<file path="config.mk">
export PLATFORM = sky130hd
export DESIGN_NAME = phy_basic_mode_control
export DESIGN_NICKNAME = d
export VERILOG_FILES = /design/src/hw/bmc_pkg.sv /design/src/hw/phy_basic_mode_control.sv /design/src/hw/status_cell.sv /design/src/hw/loopback_path.sv
export VERILOG_INCLUDE_DIRS = /design/src /design/src/hw
export SDC_FILE = /design/constraint.sdc
export NUM_CORES = 1
export LEC_CHECK = 0
export BUFFER_PORTS_ARGS = -buffer_cell sky130_fd_sc_hd__buf_2
export CAP_MARGIN = 20
export CORE_ASPECT_RATIO = 1.5
export CORE_MARGIN = 2
export CORE_UTILIZATION = 55
export DETAILED_ROUTE_END_ITERATION = 10
export PLACE_DENSITY = 0.79
export SLEW_MARGIN = 10
export SYNTH_ARGS = -nofsm -noshare
export SYNTH_HDL_FRONTEND = slang
export SYNTH_SLANG_ARGS = --single-unit
</file>
<file path="constraint.sdc">
create_clock -name mclk -period 2.85 [get_ports mclk]
set_input_delay 0.285 -clock mclk [delete_from_list [all_inputs] [get_ports mclk]]
set_output_delay 0.285 -clock mclk [all_outputs]
set_load 0.1 [all_outputs]
</file>
<file path="src/hw/bmc_defs.svh">
// constants for the basic mode control register bank
`ifndef BMC_DEFS_SVH
`define BMC_DEFS_SVH

// management register addresses
`define REG_CTRL      5'h00
`define REG_STAT      5'h01
`define PHYAD_MSB     9
`define PHYAD_LSB     5

// management frame layout
`define OP_RD         2'h2
`define OP_WR         2'h1
`define PRE_LEN       6'h20
`define HDR_LAST      5'h0B
`define TA_LAST       5'h01
`define DATA_BITS     5'h10
`define DATA_LAST     5'h0F

// status word layout
`define ST_PERM_BIT   0
`define ST_LINK_BIT   2
`define ST_FAULT_BIT  4
`define ST_BUSY_BIT   5
`define ST_CNT_LSB    8
`define ST_CNT_MSB    15
`define ERRCNT_MAX    8'hFF

// timing
`define CLK_NS        5
`define SRST_TIME_NS  1000
`define SRST_CYCLES   ((`SRST_TIME_NS + `CLK_NS - 1) / `CLK_NS)
`define DEAD_TIME_US  500
`define DEAD_CYCLES   ((`DEAD_TIME_US * 1000) / `CLK_NS)

`endif

</file>
<file path="src/hw/bmc_pkg.sv">
// types shared by the basic mode control register bank
package bmc_pkg;

	// access behaviour of one status bit
	typedef enum logic [3:0] {
		ACC_LATCH_HI = 4'h1,
		ACC_LATCH_LO = 4'h2,
		ACC_SELF_SET = 4'h4,
		ACC_ROP      = 4'h8
	} access_t;

	// management frame receiver states
	typedef enum logic [4:0] {
		ST_IDLE  = 5'h01,
		ST_START = 5'h02,
		ST_HDR   = 5'h04,
		ST_TA    = 5'h08,
		ST_DATA  = 5'h10
	} mdio_state_t;

	// basic mode control word, msb first
	typedef struct packed {
		logic       soft_reset;
		logic       loopback;
		logic       speed_100;
		logic       an_enable;
		logic       power_down;
		logic       isolate;
		logic       restart_an;
		logic       full_duplex;
		logic       col_test;
		logic [6:0] rsvd;
	} ctrl_word_t;

	// one mii nibble with its qualifiers
	typedef struct packed {
		logic       en;
		logic       er;
		logic [3:0] d;
	} mii_t;

endpackage : bmc_pkg

</file>
<file path="src/hw/phy_basic_mode_control.sv">
// basic mode control register with serial management access
`timescale 1ns/1ps
`default_nettype none
`include "bmc_defs.svh"

// Functional notes
// - writing one to bit 15 starts reset; reads one until done
// - reset completion reloads configuration from the strap inputs
// - loopback bit 14 sends mii transmit data into receive path
// - after loopback enable, receive data may be invalid up to 500 us
// - with negotiation off, bit 13 one means 100 Mb/s, zero 10 Mb/s
// - negotiation enable bit 12 makes speed and duplex bits ignored
// - negotiation off: manual speed and duplex bits set operation
// - negotiation enable, speed and duplex reset values come from straps
// - latched-high bit sets on event, holds until register read
// - latched-low bit drops on event, holds low until register read
// - clear-on-read field returns its value then clears to zero
// - self-setting field is set while its event lasts, then clears
// - permanent read-only field returns fixed value, ignores writes
// - bit 11 powers down; active-low pin also sets it
// - negotiation off: bit 8 one full duplex, zero half duplex

module phy_basic_mode_control #(
	parameter int DEAD_CYCLES = `DEAD_CYCLES
) (
	input  wire logic          mclk,
	input  wire logic          reset_n,
	input  wire logic          mdc,
	input  wire logic          mdio_in,
	output logic               mdio_out,
	output logic               mdio_oe,
	input  wire logic [4:0]    phy_addr,
	input  wire logic          strap_an_enable,
	input  wire logic          strap_speed_100,
	input  wire logic          strap_full_duplex,
	input  wire logic          power_down_interrupt_pin_n,
	input  wire logic          an_speed_100,
	input  wire logic          an_full_duplex,
	input  wire logic          link_ok,
	input  wire logic          remote_fault,
	input  wire logic          an_busy,
	input  wire logic          rx_err_evt,
	input  wire bmc_pkg::mii_t mii_tx,
	input  wire bmc_pkg::mii_t pcs_rx,
	output bmc_pkg::mii_t      mii_rx,
	output logic               dead_time,
	output logic               phy_soft_reset,
	output logic               power_down,
	output logic               an_enable,
	output logic               port_speed_100,
	output logic               port_full_duplex
);
	import bmc_pkg::*;

	localparam logic [7:0] SRST_LAST = 8'(`SRST_CYCLES - 1);

	// frame receiver state
	mdio_state_t state_r;
	mdio_state_t state_nxt;
	logic [4:0]  cnt_r;
	logic [4:0]  cnt_nxt;
	logic [5:0]  ones_r;
	logic [5:0]  ones_nxt;
	logic [15:0] shift_r;
	logic [15:0] shift_nxt;
	logic [4:0]  regad_r;
	logic [4:0]  regad_nxt;
	logic        rd_op_r;
	logic        rd_op_nxt;
	logic        out_r;
	logic        out_nxt;
	logic        oe_r;
	logic        oe_nxt;
	logic        mdc_q_r;
	logic        mdc_q_nxt;
	logic        rise;
	logic        wr_en;
	logic        rd_en;
	logic [11:0] hdr;
	logic [15:0] wdata;
	logic [15:0] rdata;

	// control register state
	ctrl_word_t  ctrl_r;
	ctrl_word_t  ctrl_nxt;
	ctrl_word_t  ctrl_wr;
	ctrl_word_t  ctrl_rd;
	ctrl_word_t  strap_cfg;
	logic [7:0]  srst_cnt_r;
	logic [7:0]  srst_cnt_nxt;
	logic        srst_done;

	// effective operating mode
	logic        pd_r;
	logic        pd_nxt;
	logic        spd_r;
	logic        spd_nxt;
	logic        dup_r;
	logic        dup_nxt;

	// status bits
	logic [3:0]  cell_ev;
	logic [3:0]  cell_val;
	logic        cell_rst_n;
	logic        rd_stat;
	logic [7:0]  errcnt_r;
	logic [7:0]  errcnt_nxt;
	logic [15:0] stat_word;

	localparam access_t CELL_KIND [4] = '{ACC_ROP, ACC_LATCH_LO, ACC_LATCH_HI, ACC_SELF_SET};
	localparam int      CELL_POS  [4] = '{`ST_PERM_BIT, `ST_LINK_BIT, `ST_FAULT_BIT, `ST_BUSY_BIT};

	// mdc is synchronous to mclk, so a plain edge detect is enough
	assign rise  = mdc & ~mdc_q_r;
	assign hdr   = {shift_r[10:0], mdio_in};
	assign wdata = {shift_r[14:0], mdio_in};

	// management frame receiver: preamble, start, header, turnaround, data
	always_comb begin
		state_nxt = state_r;
		cnt_nxt   = cnt_r;
		ones_nxt  = ones_r;
		shift_nxt = shift_r;
		regad_nxt = regad_r;
		rd_op_nxt = rd_op_r;
		out_nxt   = out_r;
		oe_nxt    = oe_r;
		mdc_q_nxt = mdc;
		wr_en     = 1'h0;
		rd_en     = 1'h0;
		if (rise) begin
			unique case (state_r)
				ST_IDLE: begin
					if (mdio_in) begin
						ones_nxt = (ones_r == `PRE_LEN) ? ones_r : ones_r + 6'h01;
					end else begin
						ones_nxt = 6'h00;
						if (ones_r == `PRE_LEN) begin
							state_nxt = ST_START;
						end
					end
				end
				ST_START: begin
					state_nxt = mdio_in ? ST_HDR : ST_IDLE;
					cnt_nxt   = 5'h00;
				end
				ST_HDR: begin
					shift_nxt = {shift_r[14:0], mdio_in};
					cnt_nxt   = cnt_r + 5'h01;
					if (cnt_r == `HDR_LAST) begin
						// frames for another phy or with a bad opcode are ignored
						state_nxt = ST_IDLE;
						cnt_nxt   = 5'h00;
						regad_nxt = hdr[4:0];
						rd_op_nxt = (hdr[11:10] == `OP_RD);
						if (hdr[`PHYAD_MSB:`PHYAD_LSB] == phy_addr &&
						    (hdr[11:10] == `OP_RD || hdr[11:10] == `OP_WR)) begin
							state_nxt = ST_TA;
						end
					end
				end
				ST_TA: begin
					if (rd_op_r) begin
						// second turnaround bit driven low, data snapshot taken now
						oe_nxt    = 1'h1;
						out_nxt   = 1'h0;
						shift_nxt = rdata;
						rd_en     = 1'h1;
						state_nxt = ST_DATA;
					end else begin
						cnt_nxt = cnt_r + 5'h01;
						if (cnt_r == `TA_LAST) begin
							state_nxt = ST_DATA;
							cnt_nxt   = 5'h00;
						end
					end
				end
				ST_DATA: begin
					if (rd_op_r) begin
						if (cnt_r == `DATA_BITS) begin
							oe_nxt    = 1'h0;
							state_nxt = ST_IDLE;
						end else begin
							out_nxt   = shift_r[15];
							shift_nxt = {shift_r[14:0], 1'h0};
							cnt_nxt   = cnt_r + 5'h01;
						end
					end else begin
						shift_nxt = wdata;
						cnt_nxt   = cnt_r + 5'h01;
						if (cnt_r == `DATA_LAST) begin
							wr_en     = 1'h1;
							state_nxt = ST_IDLE;
						end
					end
				end
			endcase
		end
		if (!reset_n) begin
			state_nxt = ST_IDLE;
			cnt_nxt   = 5'h00;
			ones_nxt  = 6'h00;
			shift_nxt = 16'h0000;
			regad_nxt = 5'h00;
			rd_op_nxt = 1'h0;
			out_nxt   = 1'h0;
			oe_nxt    = 1'h0;
			mdc_q_nxt = 1'h1; // mdc idles high, so no false rise after reset
		end
	end

	always_ff @(posedge mclk) begin
		state_r <= state_nxt;
		cnt_r   <= cnt_nxt;
		ones_r  <= ones_nxt;
		shift_r <= shift_nxt;
		regad_r <= regad_nxt;
		rd_op_r <= rd_op_nxt;
		out_r   <= out_nxt;
		oe_r    <= oe_nxt;
		mdc_q_r <= mdc_q_nxt;
	end

	assign mdio_out = out_r;
	assign mdio_oe  = oe_r;

	// strap image used at hardware reset and at soft reset completion
	always_comb begin
		strap_cfg             = '0;
		strap_cfg.an_enable   = strap_an_enable;
		strap_cfg.speed_100   = strap_speed_100;
		strap_cfg.full_duplex = strap_full_duplex;
	end

	// control register: writes, soft reset timer and strap reload
	always_comb begin
		ctrl_nxt     = ctrl_r;
		srst_cnt_nxt = srst_cnt_r;
		srst_done    = 1'h0;
		ctrl_wr      = ctrl_word_t'(wdata);
		if (ctrl_r.soft_reset) begin
			srst_cnt_nxt = srst_cnt_r + 8'h01;
			srst_done    = (srst_cnt_r == SRST_LAST);
		end
		// writes while a reset runs are dropped, the reload would undo them
		if (wr_en && regad_r == `REG_CTRL && !ctrl_r.soft_reset) begin
			ctrl_nxt.soft_reset  = ctrl_wr.soft_reset;
			ctrl_nxt.loopback    = ctrl_wr.loopback;
			ctrl_nxt.speed_100   = ctrl_wr.speed_100;
			ctrl_nxt.an_enable   = ctrl_wr.an_enable;
			ctrl_nxt.power_down  = ctrl_wr.power_down;
			ctrl_nxt.isolate     = ctrl_wr.isolate;
			ctrl_nxt.full_duplex = ctrl_wr.full_duplex;
			ctrl_nxt.col_test    = ctrl_wr.col_test;
			srst_cnt_nxt         = 8'h00;
		end
		if (!reset_n || srst_done) begin
			ctrl_nxt     = strap_cfg;
			srst_cnt_nxt = 8'h00;
		end
	end

	always_ff @(posedge mclk) begin
		ctrl_r     <= ctrl_nxt;
		srst_cnt_r <= srst_cnt_nxt;
	end

	// read image: pin folded into power down, reserved bits read zero
	always_comb begin
		ctrl_rd            = ctrl_r;
		ctrl_rd.power_down = ctrl_r.power_down | ~power_down_interrupt_pin_n;
		ctrl_rd.restart_an = 1'h0;
		ctrl_rd.rsvd       = 7'h00;
	end

	// operating mode: negotiated result wins while negotiation is enabled
	always_comb begin
		pd_nxt  = ctrl_rd.power_down;
		spd_nxt = ctrl_r.an_enable ? an_speed_100 : ctrl_r.speed_100;
		dup_nxt = ctrl_r.an_enable ? an_full_duplex : ctrl_r.full_duplex;
		if (!reset_n) begin
			pd_nxt  = 1'h0;
			spd_nxt = 1'h0;
			dup_nxt = 1'h0;
		end
	end

	always_ff @(posedge mclk) begin
		pd_r  <= pd_nxt;
		spd_r <= spd_nxt;
		dup_r <= dup_nxt;
	end

	assign phy_soft_reset   = ctrl_r.soft_reset;
	assign an_enable        = ctrl_r.an_enable;
	assign power_down       = pd_r;
	assign port_speed_100   = spd_r;
	assign port_full_duplex = dup_r;

	// status bits: soft reset clears the latches as a hard reset does
	assign cell_rst_n = reset_n & ~srst_done;
	assign rd_stat    = rd_en && (regad_r == `REG_STAT);
	assign cell_ev    = {an_busy, remote_fault, ~link_ok, 1'h0};

	for (genvar g = 0; g < 4; g++) begin : g_cell
		status_cell #(
			.KIND (CELL_KIND[g]),
			.PERM (1'h1)
		) u_cell (
			.mclk       (mclk),
			.reset_n    (cell_rst_n),
			.event_in   (cell_ev[g]),
			.read_pulse (rd_stat),
			.value      (cell_val[g])
		);
	end

	// error counter: a read returns the count and clears it, a new error wins
	always_comb begin
		errcnt_nxt = errcnt_r;
		if (rd_stat) begin
			errcnt_nxt = 8'h00;
		end
		if (rx_err_evt) begin
			errcnt_nxt = rd_stat ? 8'h01 : ((errcnt_r == `ERRCNT_MAX) ? errcnt_r : errcnt_r + 8'h01);
		end
		if (!cell_rst_n) begin
			errcnt_nxt = 8'h00;
		end
	end

	always_ff @(posedge mclk) begin
		errcnt_r <= errcnt_nxt;
	end

	// read data mux; unmapped addresses read zero
	always_comb begin
		stat_word = 16'h0000;
		for (int i = 0; i < 4; i++) begin
			stat_word[CELL_POS[i]] = cell_val[i];
		end
		stat_word[`ST_CNT_MSB:`ST_CNT_LSB] = errcnt_r;
		unique case (regad_r)
			`REG_CTRL: rdata = 16'(ctrl_rd);
			`REG_STAT: rdata = stat_word;
			default:   rdata = 16'h0000;
		endcase
	end

	// data path with the loopback switch and its dead time
	loopback_path #(
		.DEAD_CYCLES (DEAD_CYCLES)
	) u_loop (
		.mclk      (mclk),
		.reset_n   (reset_n),
		.loop_en   (ctrl_r.loopback),
		.mii_tx    (mii_tx),
		.pcs_rx    (pcs_rx),
		.mii_rx    (mii_rx),
		.dead_time (dead_time)
	);

endmodule : phy_basic_mode_control
`default_nettype wire

</file>
<file path="src/hw/status_cell.sv">
// one status bit with a selectable access behaviour
`timescale 1ns/1ps
`default_nettype none

module status_cell #(
	parameter bmc_pkg::access_t KIND = bmc_pkg::ACC_LATCH_HI,
	parameter logic             PERM = 1'h0
) (
	input  wire logic mclk,
	input  wire logic reset_n,
	input  wire logic event_in,
	input  wire logic read_pulse,
	output logic      value
);
	import bmc_pkg::*;

	logic val_r;
	logic val_nxt;

	// event beats a read in the same cycle so nothing is lost
	always_comb begin
		val_nxt = val_r;
		unique case (KIND)
			ACC_LATCH_HI: val_nxt = event_in ? 1'h1 : (read_pulse ? 1'h0 : val_r);
			ACC_LATCH_LO: val_nxt = event_in ? 1'h0 : (read_pulse ? 1'h1 : val_r);
			ACC_SELF_SET: val_nxt = event_in;
			ACC_ROP: val_nxt = PERM;
		endcase
		if (!reset_n) begin
			val_nxt = (KIND == ACC_ROP) ? PERM : 1'h0;
		end
	end

	always_ff @(posedge mclk) begin
		val_r <= val_nxt;
	end

	assign value = val_r;

endmodule : status_cell
`default_nettype wire

</file>
<file path="src/hw/loopback_path.sv">
// receive path select with loopback dead time
`timescale 1ns/1ps
`default_nettype none

module loopback_path #(
	parameter int DEAD_CYCLES = 1
) (
	input  wire logic          mclk,
	input  wire logic          reset_n,
	input  wire logic          loop_en,
	input  wire bmc_pkg::mii_t mii_tx,
	input  wire bmc_pkg::mii_t pcs_rx,
	output bmc_pkg::mii_t      mii_rx,
	output logic               dead_time
);
	import bmc_pkg::*;

	localparam logic [16:0] DEAD_LOAD = 17'(DEAD_CYCLES);

	logic        loop_q_r;
	logic        loop_q_nxt;
	logic [16:0] dead_r;
	logic [16:0] dead_nxt;
	mii_t        rx_r;
	mii_t        rx_nxt;

	// enabling loopback starts a window where receive data is held idle
	always_comb begin
		loop_q_nxt = loop_en;
		dead_nxt   = dead_r;
		if (!loop_en) begin
			dead_nxt = 17'h00000;
		end else if (!loop_q_r) begin
			dead_nxt = DEAD_LOAD;
		end else if (dead_r != 17'h00000) begin
			dead_nxt = dead_r - 17'h00001;
		end
		rx_nxt = loop_en ? mii_tx : pcs_rx;
		if (dead_nxt != 17'h00000) begin
			rx_nxt = '0; // descrambler relock, no valid data
		end
		if (!reset_n) begin
			loop_q_nxt = 1'h0;
			dead_nxt   = 17'h00000;
			rx_nxt     = '0;
		end
	end

	always_ff @(posedge mclk) begin
		loop_q_r <= loop_q_nxt;
		dead_r   <= dead_nxt;
		rx_r     <= rx_nxt;
	end

	assign mii_rx    = rx_r;
	assign dead_time = (dead_r != 17'h00000);

endmodule : loopback_path
`default_nettype wire

</file>
== Yosys cells after proc, flatten, opt, wreduce, memory -nomap -nowiden ==
Index checks and enable logic that the tools add are counted.
Storage, ports and cells
  bits in registers: 95
  bits of input ports: 31
  output and inout port bits: 14
  logic and storage cells: 155
Cells by class
  $add $sub $neg: 5
  equal/unequal tests: 30
  mux-type cells: 55
  bitwise logic cells: 7
  reductions and logical operators: 28
Operators by type and width (count)
  $mux W5: 13
  $mux W17: 3
  $mux W16: 3
  $pmux W16 S3: 1
  $reduce_bool A17 Y1: 2
  $mux W8: 4
  $pmux W16 S2: 1
  $pmux W5 S5: 1
  $pmux W5 S4: 1
  $mux W1: 18
  $mux W6: 3
  $ne A2 B2 Y1 const B: 9
  $sub A17 B1 Y17 const B: 1
  $add A8 B1 Y8 const B: 2
  $eq A8 B8 Y1 const B: 2
  $eq A5 B1 Y1 const B: 3
  $eq A5 B4 Y1 const B: 3
  $mux W14: 1
  $ne A3 B3 Y1 const B: 4
  $eq A5 B5 Y1 const B: 2
  $reduce_and A5 Y1: 2
  $mux W4: 2
  $reduce_and A4 Y1: 2
  $reduce_bool A2 Y1: 4
  other kinds (25): 38

== Depth between registers and ports, before layout ==
  depth in word-level cells: 9
  depth in mapped cells: 9
  mapped depth without buffers: 9

== By module ==
From an unflattened synthesis, not the netlist that was laid out.
Second synthesis, totals
  cell total of the unflattened synthesis: 575
  area, all modules: 5001.0 um^2
By module, submodules not included
  phy_basic_mode_control: instances 1, cells an instance 409, area an instance 3484.6 um^2, seq. area each 1391.3 um^2
  loopback_path: instances 1, cells an instance 156, area an instance 1401.3 um^2, seq. area each 480.5 um^2
  status_cell at g_cell[2].u_cell: instances 1, cells an instance 3, area an instance 41.3 um^2, seq. area each 20.0 um^2
  status_cell at g_cell[1].u_cell: instances 1, cells an instance 3, area an instance 36.3 um^2, seq. area each 20.0 um^2
  status_cell at g_cell[3].u_cell: instances 1, cells an instance 2, area an instance 26.3 um^2, seq. area each 20.0 um^2
  status_cell at g_cell[0].u_cell: instances 1, cells an instance 2, area an instance 11.3 um^2, seq. area each 0.0 um^2

== Worst setup path before layout ==
No wires, ideal clock.
  kind: flip-flop to flip-flop
  from: register u_loop.dead_r[0]
  to: register u_loop.dead_r[4]
  library setup time: 128 ps
  data arrival time: 2212 ps
  required time: 2722 ps
  setup slack: 510 ps
  stages on the path, launching flop included: 10
  path buffers: 0
  clock period less this slack: 2340 ps
  cells stage by stage: dfxtp_1 -> inv_1 -> ha_1 -> nor3b_1 -> nand3_1 -> nor2_1 -> inv_1 -> and3_1 -> xnor2_1 -> nor2_1
On the way
  word-level cells in the longest chain between the ends: 4
  elaborated cells on any way between the ends: 5
  those cells by class: add/sub: 1; mux: 3; reduce/logical: 1
RTL lines
  from (decl): line loopback_path.sv:22  | logic [16:0] dead_r;
  from (signal assigned): line loopback_path.sv:51  | dead_r <= dead_nxt;
  $reduce_bool A17 Y1
  via dead_time: line phy_basic_mode_control.sv:46  | output logic dead_time,
  $mux W17: line loopback_path.sv:35  | end else if (dead_r != 17'h00000) begin
  $mux W17: line loopback_path.sv:33  | end else if (!loop_q_r) begin
  $mux W17: line loopback_path.sv:31  | if (!loop_en) begin
The timed path passes the listed nets, and every way through them passes these cells.
A chain may end at the register's enable or synchronous reset.

== Worst setup path after layout ==
  from: register u_loop.dead_r[0]
  to: output dead_time
On the way
  word-level cells in the longest chain between the ends: 1
RTL lines
  $reduce_bool A17 Y1: line loopback_path.sv:56  | assign dead_time = (dead_r != 17'h00000);
  to (decl): line phy_basic_mode_control.sv:46
Every way passes these cells.

==> flow_summary.json <==
{
  "crit_top_cell": "inv_1",
  "maxCapViolations": 0,
  "end_kind": "output port",
  "ys.flop_type": "dfxtp_1",
  "rr_endpoint": "shift_r[11]",
  "die_x_um": 80.1,
  "globalRouteOverflowTotal": 0,
  "clock_tree.buffer_depth": 2,
  "hold_start": "pcs_rx[4]",
  "tns_ns": 0,
  "r2r_slack_ns": 0.41,
  "synthArstFlopShare_pct": 0,
  "portBuffers": 44,
  "grt_pass1_vias": 4160,
  "postRouteAntennaNets": 0,
  "worst-setup-path-type": "register to output port",
  "maxSlewViolCount": 0,
  "period_share_pct": 91.1,
  "vias": 4165,
  "path_cells": "inv_1 -> ha_1 -> nor3b_1 -> nand3_1 -> nor2_1 -> inv_1 -> buf_2",
  "die_area_um2": 9450,
  "cp.required_ns": 2.57,
  "io_pins": 45,
  "dpl_cell_area_um2": 5070,
  "finalWirelength_um": 11300,
  "n_fill_cell": 729,
  "fin_skew_ns": 0.00863,
  "design_area_um2": 5410,
  "p_per_area_nw_per_um2": 525,
  "finalPower_mw": 2.84,
  "postCtsSetupBuffers": 0,
  "grt_use_total_pct": 25.2,
  "viasPerCell": 6.00,
  "r2r-start": "cnt_r[0]",
  "grt_pass1_wl_um": 18800,
  "die_h_um": 118,
  "place_congestion": 0.938,
  "slew_headroom_pct": 36.0,
  "rsz0062_at_grt": "no",
  "rows": 41,
  "setup_viol": 0,
  "ys_seq_area_share_pct": 40.5,
  "coreArea_um2": 8410,
  "whs_endpoint": "u_loop.mii_rx[4]",
  "antenna_found_initial": 0,
  "syn_inst": 541,
  "synth_nets": 583,
  "synth_seq_cells": 95,
  "clk_latency_ns": 0.34,
  "h-tree-depth": 3,
  "synth_area_per_cell_um2": 8.82,
  "ir_worst_vdd_mv": 0.447,
  "startpoint_type": "register",
  "tightest_slew_ns": 0.947,
  "ys_types": 71,
  "max_clock_freq_ghz": 0.385,
  "syn_area_um2": 4770,
  "whs_path_depth": 3,
  "timing.critical_path.slowest_stage_cell": "dfxtp_1",
  "antenna_cells": 0,
  "power_leakage_nw": 2.23,
  "area_growth_pct": 13.3,
  "status": "complete, no violations",
  "whs_ns": 0.141,
  "wl_per_cell_um": 16.3,
  "hold_buffers": 0,
  "finalCriticalPeriod_ns": 2.60,
  "cp_max_fo": 7,
  "drc": 0,
  "worst_path_largest_cell_delay_ns": 0.34,
  "first_pass_iters": 5,
  "grt_max_degree": 38,
  "hold_viol": 0,
  "cts_made_buffers": 9,
  "dp.final_hpwl_um": 8260,
  "drt_first_iter_violations": 254,
  "hp-class": "input port to register",
  "clk_pin_slew_worst_paths_ns": 0.06,
  "reg2reg_depth": 9,
  "synth_edf_count": 3,
  "final_nets": 625,
  "drive_above_1_share_pct": 14.8,
  "start_util_pct": 56.7,
  "cp.arrival_ns": 2.31,
  "cts-root-buf": "clkbuf_16",
  "cts.sinks": 95,
  "yosysWarnings": 0,
  "crit_start": "u_loop.dead_r[0]",
  "cts_resized": 0,
  "cts_tree": "built"
}
[layout by cell type (no fill, tap or decap), drive strengths merged, types with 4 or more instances in the layout]
cell type   n
o311ai      7
a22oi       5
inv        24
nor2       68
nor2b      17
a21oi      25
nor3       14
xor2       14
nor4       12
o211a      12
mux2i      20
or4         5
and3        6
o31ai       7
o211ai      7
xnor2      17
and2        4
nand2b     11
clkbuf     14
ha         11
buf        54
nand4      12
dfxtp      92
nand3      15
or3         5
o21ai      15
nand2      46
[critical path, delay by kind of cell (launching register included)]
family	cells	cell delay [ns]
DFF	1	0.34
buffers and inverters	3	0.65
adders and majority gates	1	0.19
and+or+nand+nor	3	0.79
[through the flow]
step / instances / setup WS, ns / utilization (%)
6_report: 694 / 0.252 / 64.3
5_1_grt: 694 / 0.0606 / 64.3
4_1_cts: 694 / 0.288 / 64.3
3_5_place_dp: 679 / 0.430 / 60.3
3_3_place_gp: 679 / 0.460 / 60.3
2_1_floorplan: 541 / 0.510 / -
[layout make-up]
class	count	area (um2)	share of cell area (%)
multi-input combinational	399	2620	48.4
sequential	95	1930	35.7
clock buffer	14	307	5.67
timing repair buffer	54	295	5.46
tap	107	134	2.48
inverter	24	90.1	1.67
clock inverter	1	30.0	0.555
[how the worst max path moves through the flow]
stage	cells past startpoint	end
after CTS	7	dead_time
after floorplan	9	u_loop.dead_r[4]
after global placement	8	cnt_r[4]
after detailed placement	8	cnt_r[4]
after global routing	7	dead_time
final	7	dead_time
[cells in the mapped netlist, types with 12 or more instances]
master / number / area, um2
nor2b_1: 17 / 106
nand4_1: 12 / 75.1
a21oi_1: 24 / 120
dfxtp_1: 92 / 1840
clkbuf_1: 12 / 45.0
inv_1: 24 / 90.1
mux2i_1: 20 / 200
xor2_1: 14 / 123
xnor2_1: 17 / 149
nor2_1: 67 / 251
nand3_1: 15 / 75.1
o211a_1: 12 / 120
nand2_1: 46 / 173
[state kept, by name, indices dropped and copies added, names as in the netlist, 3 cells and up]
register and flops:
ones_r 6, regad_r 5, u_loop.mii_rx 6, srst_cnt_r 8, u_loop.dead_r 17, cnt_r 5
state_r 5, g_cell.u_cell.value 3, shift_r 16, ctrl_r 6, errcnt_r 8
[cells by family after synthesis]
| logic type | after synthesis | share of synthesized area [%] |
|---|---|---|
| xor gates and xnor gates | 31 | 5.69 |
| adders and majority gates | 11 | 2.88 |
| AOI/OAI and AO/OA | 105 | 16.5 |
| muxes | 21 | 4.43 |
| and+or+nand+nor | 231 | 25.4 |
| DFF | 95 | 40.5 |
| buffers and inverters | 47 | 4.64 |
[report_power, final]
part | switching [mW] | internal [mW]
sequential | 0.00876 | 1.35
combinational | 0.109 | 0.0457
clock | 0.497 | 0.830
total | 0.616 | 2.23
[routing by layer]
layer,routed length [um],global-route usage (%)
met1,4320,27.6
met2,5910,43.2
met3,501,4.98
met4,600,15.6
met5,0,0
(Power assumes the default switching activity.)
